**config.mk**
```make
export PLATFORM = sky130hd
export DESIGN_NAME = fbs_ctrl
export DESIGN_NICKNAME = d
export VERILOG_FILES = /design/src/design/fbs_pkg.sv /design/src/design/fbs_sync.sv /design/src/design/fbs_timer.sv /design/src/design/fbs_ctrl.sv
export VERILOG_INCLUDE_DIRS = /design/src /design/src/design
export SDC_FILE = /design/constraint.sdc
export NUM_CORES = 1
export LEC_CHECK = 0
export ABC_AREA = 1
export BUFFER_PORTS_ARGS = -buffer_cell sky130_fd_sc_hd__buf_2
export CAP_MARGIN = 0
export CORE_UTILIZATION = 54
export CTS_BUF_LIST = sky130_fd_sc_hd__clkbuf_4
export DETAILED_ROUTE_END_ITERATION = 6
export PLACE_DENSITY = 0.74
export RECOVER_POWER = 25
export SLEW_MARGIN = 20
export SYNTH_ARGS = -nofsm -noshare
export SYNTH_HDL_FRONTEND = slang
export SYNTH_SLANG_ARGS = --single-unit
```
**constraint.sdc**
```tcl
create_clock -name core_clk_i -period 1.9 [get_ports core_clk_i]
set_input_delay 0.475 -clock core_clk_i [delete_from_list [all_inputs] [get_ports core_clk_i]]
set_output_delay 0.475 -clock core_clk_i [all_outputs]
set_load 0.01 [all_outputs]
```
**src/design/fbs_regs.svh**
```systemverilog
`ifndef FBS_REGS_SVH
`define FBS_REGS_SVH
// Clock rate in kHz and timing figures in their own units
`define FBS_CLK_KHZ        200000
`define FBS_WDOG_MS        40
`define FBS_WDOG_CYC       (`FBS_WDOG_MS * `FBS_CLK_KHZ)
`define FBS_SEND_NS        6000
`define FBS_SEND_CYC       ((`FBS_SEND_NS * (`FBS_CLK_KHZ / 1000)) / 1000)
`define FBS_STRB_RST_NS    44000
`define FBS_STRB_RST_CYC   (((`FBS_STRB_RST_NS * (`FBS_CLK_KHZ / 1000)) + 999) / 1000)
`define FBS_LED_HALF_MS    250
`define FBS_LED_HALF_CYC   (`FBS_LED_HALF_MS * `FBS_CLK_KHZ)
`define FBS_MUX_NS         2500
`define FBS_MUX_CYC        ((`FBS_MUX_NS * (`FBS_CLK_KHZ / 1000)) / 1000)
// Request field positions in the 11-bit body {cb, a4..a0, i4..i0}
`define FBS_CB_POS         10
`define FBS_ADDR_MSB       9
`define FBS_ADDR_LSB       5
`define FBS_INFO_MSB       4
`define FBS_INFO_LSB       0
`define FBS_SEL_POS        3
// Reset values
`define FBS_STATUS_RST     4'h0
`define FBS_PARAM_RST      4'hF
`define FBS_DATA_RST       4'h0
// Fixed reply codes and request codes
`define FBS_ACK_REPLY      4'h6
`define FBS_ZERO_REPLY     4'h0
`define FBS_ENTER_PROGRAM_MODE_REQUEST_INFO      5'h1D
`define FBS_BCAST_INFO     5'h15
`define FBS_BCAST_ADDR     5'h1F
`endif

```
**src/design/fbs_pkg.sv**
```systemverilog
package fbs_pkg;
   // Main control state machine
   typedef enum logic [2:0]
   {
      FBS_IDLE  = 3'b000,
      FBS_EXEC  = 3'b001,
      FBS_REPLY = 3'b010,
      FBS_SHUT  = 3'b011
   } fbs_state_e;
   typedef logic [3:0] fbs_nib_t;
endpackage

```
**src/design/fbs_sync.sv**
```systemverilog
module fbs_sync
   import fbs_pkg::*;
(
   input  wire logic core_clk_i,
   input  wire logic rst_n_i,
   input  wire logic d_i,
   output logic      q_o
);
   logic meta;
   // Two-stage synchroniser; first stage feeds only the second
   always_ff @(posedge core_clk_i or negedge rst_n_i)
   begin
      if (!rst_n_i)
      begin
         meta <= 1'b0;
         q_o  <= 1'b0;
      end
      else
      begin
         meta <= d_i;
         q_o  <= meta;
      end
   end
endmodule

```
**src/design/fbs_timer.sv**
```systemverilog
module fbs_timer
   import fbs_pkg::*;
#(
   parameter int W = 24
)
(
   input  wire logic         core_clk_i,
   input  wire logic         rst_n_i,
   input  wire logic         run_i,
   input  wire logic         clr_i,
   input  wire logic [W-1:0] limit_i,
   output logic              hit_o
);
   logic [W-1:0] cnt;
   // Counts while run, restart on clear; hit is a one-cycle pulse
   always_ff @(posedge core_clk_i or negedge rst_n_i)
   begin
      if (!rst_n_i)
      begin
         cnt   <= '0;
         hit_o <= 1'b0;
      end
      else if (clr_i || !run_i)
      begin
         cnt   <= '0;
         hit_o <= 1'b0;
      end
      else if (cnt == limit_i - W'(1))
      begin
         cnt   <= '0;
         hit_o <= 1'b1;
      end
      else
      begin
         cnt   <= cnt + W'(1);
         hit_o <= 1'b0;
      end
   end
endmodule

```
**src/design/fbs_ctrl.sv**
```systemverilog
`include "fbs_regs.svh"
// Functional notes
// - Data out and in always separate ports
// - Multiplex flag floats outputs after strobe
// - Invert flag inverts data inputs
// - Parameter port open-drain, read wired-AND
// - Watchdog works only when enabled
// - Parameter write arms watchdog, nonzero address
// - Reset or delete address disarms watchdog
// - 40ms silence: reset, outputs inactive
// - Fault high: status bit set, LED flashes
// - Fault low: clear bit, LED from inhibit
// - Reset sets inhibit; parameter write clears
// - Inhibit blocks data exchange, LED on
// - Fault flashing overrides inhibit steady LED
// - Optical channel lock: LED carries reply
// - Overtemperature shuts down until power-on
// - Illegal state forces slave reset
// - Request and reply frame formats
// - Extended ID write stored, zero reply
// - Extended mode checks A/B select bit
// - Program mode only if not disabled
// - Send strobe within 6us of request
// - Strobe pin low over 44us resets
// - Status bit 1 via synchroniser
module fbs_ctrl
   import fbs_pkg::*;
#(
   parameter int WDOG_CYC = `FBS_WDOG_CYC,
   parameter int LED_CYC  = `FBS_LED_HALF_CYC
)
(
   input  wire logic        core_clk_i,
   input  wire logic        rst_n_i,
   input  wire logic        receive_valid_strobe_i,
   input  wire logic [10:0] req_body_i,
   output logic             transmit_request_strobe_o,
   output logic [3:0]       reply_info_o,
   output logic             reply_parity_bit_o,
   input  wire logic [4:0]  slave_addr_i,
   input  wire logic        ext_addr_mode_i,
   input  wire logic        own_select_i,
   input  wire logic [3:0]  io_config_i,
   input  wire logic [3:0]  id_code_i,
   input  wire logic [3:0]  id_code_two_i,
   input  wire logic        nv_mux_i,
   input  wire logic        nv_invert_i,
   input  wire logic        nv_wdog_en_i,
   input  wire logic        nv_prog_dis_i,
   input  wire logic [3:0]  data_in_i,
   output logic [3:0]       data_out_o,
   output logic             data_out_oe_o,
   output logic             data_strobe_o,
   output logic             data_strobe_oe_o,
   input  wire logic        data_strobe_i,
   input  wire logic [3:0]  param_i,
   output logic [3:0]       param_o,
   output logic             parameter_strobe_output_o,
   input  wire logic        fault_input_i,
   output logic             status_bit_one_o,
   input  wire logic        optical_lock_i,
   input  wire logic        optical_reply_i,
   output logic             led_on_o,
   input  wire logic        overtemp_i,
   output logic             shutdown_o,
   output logic             prog_mode_o,
   output logic             wdog_armed_o,
   output logic             inhibit_o,
   output logic [3:0]       ext_id_o
);
   //--------------------------------------------------------------
   // Decode
   //--------------------------------------------------------------
   fbs_state_e  state;
   logic [10:0] req;
   logic        fault_s;
   logic        soft_rst;
   logic        wd_hit;
   logic        led_hit;
   logic        mux_hit;
   logic        strb_hit;
   logic        blink;
   logic        mux_run;
   logic        strb_low;
   logic [3:0]  reply;
   logic        do_reply;
   logic        is_write_parameter_request;
   logic        is_data_exchange_request;
   logic        is_delete_address_request;
   logic        is_res;
   logic        addr_hit;
   logic        sel_ok;
   logic        cb;
   logic [4:0]  ad;
   logic [4:0]  inf;
   logic [3:0] data_in_eff;

   assign cb  = req[`FBS_CB_POS];
   assign ad  = req[`FBS_ADDR_MSB:`FBS_ADDR_LSB];
   assign inf = req[`FBS_INFO_MSB:`FBS_INFO_LSB];
   // Select is true in some calls, inverted in others
   always_comb
   begin
      sel_ok = 1'b1;
      if (ext_addr_mode_i)
      begin
         if ((!cb && inf[4]) || (!cb && !inf[4])
             || (cb && inf[4] && inf[2]))
            sel_ok = (inf[`FBS_SEL_POS] == !own_select_i);
         else
            sel_ok = (inf[`FBS_SEL_POS] == own_select_i);
      end
   end
   assign addr_hit = (ad == slave_addr_i) && sel_ok;
   assign is_data_exchange_request  = addr_hit && !cb && !inf[4];
   assign is_write_parameter_request  = addr_hit && !cb && inf[4];
   assign is_delete_address_request  = addr_hit && cb && inf[4:0] == 5'h00
                     | (addr_hit && cb && !inf[4] && ext_addr_mode_i
                        && inf[2:0] == 3'h0);
   assign is_res   = addr_hit && cb && inf[4] && inf[2:0] == 3'h4;
   assign data_in_eff = nv_invert_i ? ~data_in_i : data_in_i;

   // Reply selection per request type
   always_comb
   begin
      reply    = `FBS_ZERO_REPLY;
      do_reply = 1'b0;
      if (!cb && ad == 5'h00 && slave_addr_i == 5'h00)
      begin
         reply    = `FBS_ACK_REPLY;
         do_reply = 1'b1;
      end
      else if (cb && ad == 5'h00 && !inf[4])
         do_reply = 1'b1;
      else if (cb && (ad == `FBS_BCAST_ADDR && inf == `FBS_BCAST_INFO))
         do_reply = 1'b0;
      else if (cb && ad == 5'h00 && inf == `FBS_ENTER_PROGRAM_MODE_REQUEST_INFO)
         do_reply = 1'b0;
      else if (addr_hit && ad != 5'h00)
      begin
         do_reply = 1'b1;
         if (!cb)
            reply = inf[4] ? param_i : (inhibit_o ? `FBS_ZERO_REPLY
                                                    : data_in_eff);
         else if (inf[4] && inf[2:0] == 3'h4)
            reply = `FBS_ACK_REPLY;
         else if (inf[4] && inf[2:0] == 3'h6)
            reply = {2'b00, status_bit_one_o, 1'b0};
         else if (inf[4] && inf[2:0] == 3'h0)
            reply = io_config_i;
         else if (inf[4] && inf[2:0] == 3'h1)
            reply = id_code_i;
         else if (inf[4] && inf[2:0] == 3'h2)
            reply = ext_id_o;
         else if (inf[4] && inf[2:0] == 3'h3)
            reply = id_code_two_i;
         else if (!inf[4])
            reply = `FBS_ZERO_REPLY;
         else
            do_reply = 1'b0;
      end
   end

   //--------------------------------------------------------------
   // Main state machine
   //--------------------------------------------------------------
   // Illegal codes jump to a slave reset rather than hang
   always_ff @(posedge core_clk_i or negedge rst_n_i)
   begin
      if (!rst_n_i)
      begin
         state    <= FBS_IDLE;
         req      <= '0;
         soft_rst <= 1'b0;
      end
      else
      begin
         soft_rst <= 1'b0;
         case (state)
            FBS_IDLE:
               if (overtemp_i)
                  state <= FBS_SHUT;
               else if (receive_valid_strobe_i)
               begin
                  req   <= req_body_i;
                  state <= FBS_EXEC;
               end
            FBS_EXEC:
               state <= FBS_REPLY;
            FBS_REPLY:
               state <= FBS_IDLE;
            FBS_SHUT:
               state <= FBS_SHUT; // Only power-on reset leaves
            default:
            begin
               state    <= FBS_IDLE;
               soft_rst <= 1'b1;
            end
         endcase
         if (state == FBS_EXEC && (is_res || wd_hit || strb_hit))
            soft_rst <= 1'b1;
         else if (state != FBS_EXEC && (wd_hit || strb_hit))
            soft_rst <= 1'b1;
      end
   end

   // Send strobe two cycles after the request, far inside 6us
   always_ff @(posedge core_clk_i or negedge rst_n_i)
   begin
      if (!rst_n_i)
      begin
         transmit_request_strobe_o <= 1'b0;
         reply_info_o              <= `FBS_ZERO_REPLY;
         reply_parity_bit_o        <= 1'b0;
      end
      else
      begin
         transmit_request_strobe_o <= (state == FBS_EXEC) && do_reply;
         if (state == FBS_EXEC && do_reply)
         begin
            reply_info_o       <= reply;
            reply_parity_bit_o <= ^reply; // Even parity
         end
      end
   end

   //--------------------------------------------------------------
   // Flags and ports
   //--------------------------------------------------------------
   // Inhibit, watchdog, ext id, program mode
   always_ff @(posedge core_clk_i or negedge rst_n_i)
   begin
      if (!rst_n_i)
      begin
         inhibit_o    <= 1'b1;
         wdog_armed_o <= 1'b0;
         ext_id_o     <= 4'h0;
         prog_mode_o  <= 1'b0;
      end
      else if (soft_rst)
      begin
         inhibit_o    <= 1'b1;
         wdog_armed_o <= 1'b0;
      end
      else if (state == FBS_EXEC)
      begin
         if (is_write_parameter_request)
            inhibit_o <= 1'b0;
         if (is_delete_address_request)
            wdog_armed_o <= 1'b0;
         else if (is_write_parameter_request && nv_wdog_en_i && slave_addr_i != 5'h00)
            wdog_armed_o <= 1'b1;
         if (cb && ad == 5'h00 && !inf[4])
            ext_id_o <= inf[3:0];
         if (cb && ad == 5'h00 && inf == `FBS_ENTER_PROGRAM_MODE_REQUEST_INFO && !nv_prog_dis_i)
            prog_mode_o <= 1'b1;
      end
   end

   // Data and parameter outputs; inactive after reset
   always_ff @(posedge core_clk_i or negedge rst_n_i)
   begin
      if (!rst_n_i)
      begin
         data_out_o                <= `FBS_DATA_RST;
         param_o                   <= `FBS_PARAM_RST;
         data_strobe_o             <= 1'b1;
         data_strobe_oe_o          <= 1'b0;
         parameter_strobe_output_o <= 1'b0;
      end
      else if (soft_rst || state == FBS_SHUT)
      begin
         data_out_o                <= `FBS_DATA_RST;
         param_o                   <= `FBS_PARAM_RST;
         data_strobe_o             <= 1'b1;
         data_strobe_oe_o          <= 1'b0;
         parameter_strobe_output_o <= 1'b0;
      end
      else
      begin
         data_strobe_o             <= !(state == FBS_EXEC && is_data_exchange_request
                                        && !inhibit_o);
         // Enable in step with the low strobe, so the pin really drops
         data_strobe_oe_o          <= state == FBS_EXEC && is_data_exchange_request
                                      && !inhibit_o;
         parameter_strobe_output_o <= state == FBS_EXEC && is_write_parameter_request;
         if (state == FBS_EXEC && is_data_exchange_request && !inhibit_o)
            data_out_o <= inf[3:0];
         if (state == FBS_EXEC && is_write_parameter_request)
            param_o <= inf[3:0]; // Open drain: low bits pull
      end
   end

   // Outputs float for a window after strobe when multiplexed
   always_ff @(posedge core_clk_i or negedge rst_n_i)
   begin
      if (!rst_n_i)
      begin
         mux_run          <= 1'b0;
         data_out_oe_o    <= 1'b0;
      end
      else
      begin
         if (nv_mux_i && !data_strobe_o && state != FBS_EXEC)
            mux_run <= 1'b1;
         else if (mux_hit || !nv_mux_i)
            mux_run <= 1'b0;
         data_out_oe_o <= (state != FBS_SHUT) && !soft_rst
                          && !(nv_mux_i && mux_run);
      end
   end

   // Watchdog, strobe-pin reset, mux float window, LED blink timers
   fbs_timer #(.W(32)) u_wd
   (
      .core_clk_i (core_clk_i),
      .rst_n_i    (rst_n_i),
      .run_i      (wdog_armed_o && nv_wdog_en_i),
      .clr_i      (state == FBS_EXEC && (is_write_parameter_request || is_data_exchange_request)),
      .limit_i    (32'(WDOG_CYC)),
      .hit_o      (wd_hit)
   );
   assign strb_low = data_strobe_o && !data_strobe_i;
   fbs_timer #(.W(16)) u_strb
   (
      .core_clk_i (core_clk_i),
      .rst_n_i    (rst_n_i),
      .run_i      (strb_low),
      .clr_i      (1'b0),
      .limit_i    (16'(`FBS_STRB_RST_CYC)),
      .hit_o      (strb_hit)
   );
   fbs_timer #(.W(16)) u_mux
   (
      .core_clk_i (core_clk_i),
      .rst_n_i    (rst_n_i),
      .run_i      (mux_run),
      .clr_i      (1'b0),
      .limit_i    (16'(`FBS_MUX_CYC)),
      .hit_o      (mux_hit)
   );
   fbs_timer #(.W(32)) u_led
   (
      .core_clk_i (core_clk_i),
      .rst_n_i    (rst_n_i),
      .run_i      (fault_s),
      .clr_i      (1'b0),
      .limit_i    (32'(LED_CYC)),
      .hit_o      (led_hit)
   );
   fbs_sync u_fault
   (
      .core_clk_i (core_clk_i),
      .rst_n_i    (rst_n_i),
      .d_i        (fault_input_i),
      .q_o        (fault_s)
   );

   // LED priority: optical reply, fault blink, inhibit steady
   always_ff @(posedge core_clk_i or negedge rst_n_i)
   begin
      if (!rst_n_i)
      begin
         blink            <= 1'b0;
         led_on_o         <= 1'b1;
         status_bit_one_o <= 1'b0;
         shutdown_o       <= 1'b0;
      end
      else
      begin
         status_bit_one_o <= fault_s;
         shutdown_o       <= shutdown_o || state == FBS_SHUT;
         if (!fault_s)
            blink <= 1'b0;
         else if (led_hit)
            blink <= !blink;
         if (optical_lock_i)
            led_on_o <= !optical_reply_i;
         else if (fault_s)
            led_on_o <= !blink;
         else
            led_on_o <= inhibit_o;
      end
   end
endmodule

```
# Word-level counts from Yosys, hierarchy flattened
# Index checks and enable logic that the tools add are counted.
totals:
  ff_bits: 147
  inputBits: 50
  output_inout_bits: 28
  word_cells: 223
op_classes:
  add_sub_neg: 4
  n_eq_ne: 22
  n_mux: 72
  bitwise: 4
  n_reduce_logical: 90
op_table:
  columns: ["operator", "count"]
  rows:
  - ["32-bit two-way mux", 4]
  - ["4-bit two-way mux", 19]
  - ["32-bit by 1-bit adder with 32-bit output (second input constant)", 2]
  - ["16-bit two-way mux", 4]
  - ["1-bit logical AND", 46]
  - ["1-bit two-way mux", 42]
  - ["16-bit by 1-bit adder with 16-bit output (second input constant)", 2]
  - ["32-bit by 23-bit equality test with 1-bit output (second input constant)", 1]
  - ["32-bit by 26-bit equality test with 1-bit output (second input constant)", 1]
  - ["16-bit by 14-bit equality test with 1-bit output (second input constant)", 1]
  - ["16-bit by 9-bit equality test with 1-bit output (second input constant)", 1]
  - ["5-bit equality test (second input constant)", 3]
  - ["5-bit logical NOT", 3]
  - ["1-bit logical NOT", 14]
  - ["3-bit by 2-bit equality test with 1-bit output (second input constant)", 4]
  - ["1-bit logical OR", 10]
  - ["2-bit nonzero test", 5]
  - ["5-bit nonzero test", 2]
  - ["3-bit one-hot mux with 3 select lines", 1]
  - ["3-bit AND reduction", 3]
  - ["3-bit by 1-bit equality test with 1-bit output (second input constant)", 2]
  - ["3-bit equality test (second input constant)", 2]
  - ["3-bit logical NOT", 2]
  - ["3-bit two-way mux", 2]
  - ["other kinds (13)", 16]

# Depth between registers and ports, before layout
logic_depth:
  depth_word: 16
  mapped_depth: 15
  ltp_nobuf: 15

# By module
# A second synthesis with hierarchy kept.
unflattened:
  hier_cells: 2137
  area_unflattened_um2: 13365.3
by_module_without_submodules:
  columns: ["mod", "instances", "cells_per_inst", "area_each_um2", "seq_area_each_um2"]
  rows:
  - ["fbs_timer (u_led)", 1, 649, 3743.6, 825.8]
  - ["fbs_timer (u_wd)", 1, 610, 3575.9, 825.8]
  - ["fbs_timer (u_mux ...)", 2, 274, 1764.2, 425.4]
  - ["fbs_ctrl", 1, 328, 2467.4, 1109.8]
  - ["fbs_sync", 1, 2, 50.0, 50.0]

# Worst setup path before layout
# Ideal clock, no wire load.
synth_path:
  kind: "input port to flip-flop"
  from: "input nv_invert_i"
  to: "register reply_parity_bit_o"
  setup_ns: 0.117
  arrival_time_ns: 1.592
  required_ns: 1.783
  setup_slack_ns: 0.190
  cell_stages: 12
  path_buffers: 1
  path_cell_list: "clkbuf_1 -> o21ai_0 -> o21ai_0 -> inv_1 -> nor2_1 -> nand2_1 -> o21bai_1 -> nand2_1 -> nand2_1 -> nand2_1 -> nand3_1 -> nand2_1"
synth_between:
  elab_chain_len: 10
synth_lines:
  columns: ["item", "line", "rtl"]
  rows:
  - ["from (decl)", "fbs_ctrl.sv:47", "input wire logic nv_invert_i,"]
  - ["4-bit two-way mux", "fbs_ctrl.sv:121", "assign data_in_eff = nv_invert_i ? ~data_in_i : data_in_i;"]
  - ["4-bit two-way mux (2 in a row)", "fbs_ctrl.sv:143", "reply = inf[4] ? param_i : (inhibit_o ? `FBS_ZERO_REPLY"]
  - ["4-bit two-way mux", "fbs_ctrl.sv:142", "if (!cb)"]
  - ["4-bit two-way mux", "fbs_ctrl.sv:139", "else if (addr_hit && ad != 5'h00)"]
  - ["4-bit two-way mux", "fbs_ctrl.sv:137", "else if (cb && ad == 5'h00 && inf == `FBS_ENTER_PROGRAM_MODE_REQUEST_INFO)"]
  - ["4-bit two-way mux", "fbs_ctrl.sv:135", "else if (cb && (ad == `FBS_BCAST_ADDR && inf == `FBS_BCAST_INFO))"]
  - ["4-bit two-way mux", "fbs_ctrl.sv:133", "else if (cb && ad == 5'h00 && !inf[4])"]
  - ["4-bit two-way mux", "fbs_ctrl.sv:128", "if (!cb && ad == 5'h00 && slave_addr_i == 5'h00)"]
  - ["4-bit XOR reduction", "fbs_ctrl.sv:222", "reply_parity_bit_o <= ^reply;"]
  - ["to (signal assigned)", "fbs_ctrl.sv:222", null]
  - ["to (decl)", "fbs_ctrl.sv:39", "output logic reply_parity_bit_o,"]
# No other way between the ends.
# A chain may end at the register's enable or synchronous reset.

# Final worst setup path
layout_path:
  from: "register u_wd.cnt[6]"
  to: "register u_wd.cnt[25]"
layout_between:
  elab_chain_len: 3
  elab_cells_between_ends: 4
  classes_between: "1 x add/sub; 1 x eq/ne; 2 x mux"
layout_lines:
  columns: ["item", "line", "rtl"]
  rows:
  - ["from (decl)", "fbs_timer.sv:14", "logic [W-1:0] cnt;"]
  - ["from (signal assigned)", "fbs_timer.sv:35", "cnt <= cnt + W'(1);"]
  - ["32-bit by 1-bit adder with 32-bit output / 32-bit by 23-bit equality test with 1-bit output (equally long branches)", "fbs_timer.sv:35, fbs_timer.sv:28", null]
  - ["32-bit two-way mux *", "fbs_timer.sv:28", "else if (cnt == limit_i - W'(1))"]
  - ["32-bit two-way mux *", "fbs_timer.sv:23", "else if (clr_i || !run_i)"]
# Every way passes the cells marked *; elsewhere a longest branch is shown, timed or not.

==> reports/summary.txt <==
fin crit share: 1.012
most common cell in the synthesized netlist: nand2_1
Synth-to-Final Area Change: 23.89%
ys async rst share: 1.000
Comb pwr share: 0.040
Worst-Margin Slew: 988.8 ps
Top FF cell, synth: dfrtp_1
GP Congestion: 0.9590
post-route setup slack: -22.55 ps
worst setup path class: flip-flop to flip-flop
Leakage: 4.344 nW
WL/cell: 14.37 um
Seq/Total Area, Yosys: 0.4763
largest net degree at the start of global routing: 39
Fin Hold WS: 109.6 ps
Worst-Skew Late Latency: 540 ps
CP Data Required Time: 2340 ps
Max rail drop VDD: 0.5873 mV
Switching Share: 0.2349
Synth Register Bits: 146
first-pass GRT wire length: 28,870 um
num ports: 78
WP data arrival: 2360 ps
status: finished, violations left
Worst setup SP type: flip-flop
antenna cells: 0
CTS Buffer Depth: 2
Post-Synthesis Cells: 924
Num Clock Sinks: 146
Hold Crit Class: primary input to flip-flop
GRT overflow: 0
Die X-Extent: 121.3 um
Slew Limit Fails: 0
switching power of the nets: 0.001301 W
core area: 0.01388 sq mm
# Max-Cap Violations: 0
Setup Viol. Count Final: 1
die area: 0.01472 sq mm
top post-synthesis cells by area: dfrtp_1, nand2_1, nor2_1
DRT Wirelength: 18,580 um
Final Net Count: 1,159
CTS tree: done
CP Max Fanout: 4
Vias per Instance: 5.321
Mapped Area: 0.007689 sq mm
Cell variety after synth: 47
drc violations: 0
die height: 121.3 um
vias in the first global route: 6,267
Port Buffer Count: 77
TNS Setup: -22.55 ps
Seq pwr share: 0.566
Routed Antenna Nets: 0
failing checks: negative setup slack
share of the synthesized area in the top cell type: 0.4524
Clock Skew: 13.40 ps
CTS buffer count: 17
DR iter-0 viols: 364
dpl hpwl: 13,230 um
Worst setup EP type: flip-flop
row count: 43
R2R Setup Slk: -20 ps
synth warn: 0
synthesized area per cell: 8.321 sq um
total internal power: 0.004238 W
Initial Util: 0.5539
post-synth net total: 983
All-Layer GR Usage: 0.2509
post-synth top area cell: dfrtp_1
final hold violations: 0
Post-synth top cells: nand2_1, dfrtp_1, nor2_1
layout cells sized above 1: 0.2776
EDFF count, synth: 0
Max-Slew Margin vs Limit: 0.3408
fmax: 0.5201 GHz
H-tree lvl count: 4
power per cell area: 581.6 mW/mm^2
Clock transition at path regs: 120 ps
drt pass-1 iters: 5
initial antenna violation count: 0
Tmin final: 1923 ps
unrepaired setup endpoints after global routing: true
routed via count: 6,880
clock power share: 0.393
Clock Tree Root: clkbuf_4
[critical path, stage by stage, from the launching register on]
cell,delay [ps]
dfrtp_1,400
nand2_2,80
nor3_4,220
nand2_2,110
nor2_4,120
nand2_2,80
nor2_4,120
nand2_4,80
nor3_4,280
nand2_2,110
xor2_2,170
nor2_2,50
[metrics by stage]
stage               worst slack [ps]  area (sq um)  total power (W)  utilization  cells
floorplan                      190.2          7689         0.003252            -    924
global placement               34.49          8743         0.003413       0.6299   1230
detailed placement            -33.38          8743         0.003416       0.6299   1230
CTS                            9.015          9081         0.005599       0.6542   1264
global route                  -136.3          9525         0.005771       0.6862   1293
finish                        -22.55          9525         0.005540       0.6862   1293
[kinds of logic (layout without fill, tap and decap cells)]
logic type / count (synthesis) / in the layout / share of synthesized area
buffers and inverters: 127 / 316 / 0.06265
adders and majority gates: 9 / 9 / 0.01465
AOI/OAI and AO/OA: 111 / 111 / 0.08430
DFF: 146 / 146 / 0.4763
and+or+nand+nor: 485 / 485 / 0.3097
xor gates and xnor gates: 46 / 46 / 0.05240
[what timing repair did]
item,CTS,global route
hold endpoints to repair,32,0
hold buffers,2,0
gates resized for setup,0,53
setup endpoints to repair,0,51
setup buffers,0,29
[power by group through the flow]
stage | clock (W) | combinational, W | sequential (W)
2_1_floorplan | 0 | 0.0000598 | 0.00319
3_3_place_gp | 0 | 0.000221 | 0.00319
3_5_place_dp | 0 | 0.000224 | 0.00319
4_1_cts | 0.00224 | 0.000228 | 0.00313
5_1_grt | 0.00238 | 0.000256 | 0.00314
6_report | 0.00218 | 0.000224 | 0.00314
[layout by cell type, fill, tap and decap left out, drive strengths merged]
cell,count
clkbuf,20
nand3b,3
a211oi,6
or2,2
nand4,29
clkinv,8
clkinvlp,3
xnor2,11
a221oi,1
nand2,151
nor4,18
o211ai,4
buf,162
o21a,5
and2,1
o21ai,29
nor3,57
dlygate4sd3,2
nor3b,8
o2111ai,1
nor2,153
o21bai,2
a2111o,1
dfrtp,139
nand3,60
ha,9
inv,117
a31oi,5
a31o,1
o31ai,1
xor2,35
a21oi,55
and3,3
bufinv,4
dfstp,7
[flip-flops by register name (all words and copies together) (netlist names), 11 cells and up]
| signal | cells |
|---|---|
| u_mux.cnt | 16 |
| u_strb.cnt | 16 |
| req | 11 |
| u_wd.cnt | 32 |
| u_led.cnt | 32 |
[layout make-up]
cell class	count	area, sq um
fillers	1144	4355
clock buffers	17	127.6
inverters	117	439.2
multi-input cells	651	3772
well taps	180	225.2
clock inverters	15	190.2
flip-flops and latches	146	3664
repair buffers	167	1107
[routing by layer]
metal	vias to the layer above	global-route usage	part of all wire
li1	3409	-	-
met1	3277	0.3386	0.45
met2	167	0.3981	0.49
met3	27	0.06438	0.049
met4	0	0.07176	0.014
met5	-	0	0
[path summary, 6_finish.rpt]
check                           startpoint            end  depth (start not counted)
setup reg to reg               u_wd.cnt[6]   u_wd.cnt[25]                         11
hold / removal             optical_reply_i       led_on_o                          2
min in group asynchronous          rst_n_i  u_mux.cnt[12]                          2
max in group asynchronous          rst_n_i  u_led.cnt[12]                          3
hold reg to reg               u_fault.meta    u_fault.q_o                          0
setup / recovery               u_wd.cnt[6]   u_wd.cnt[25]                         11
(Power assumes the default switching activity.)
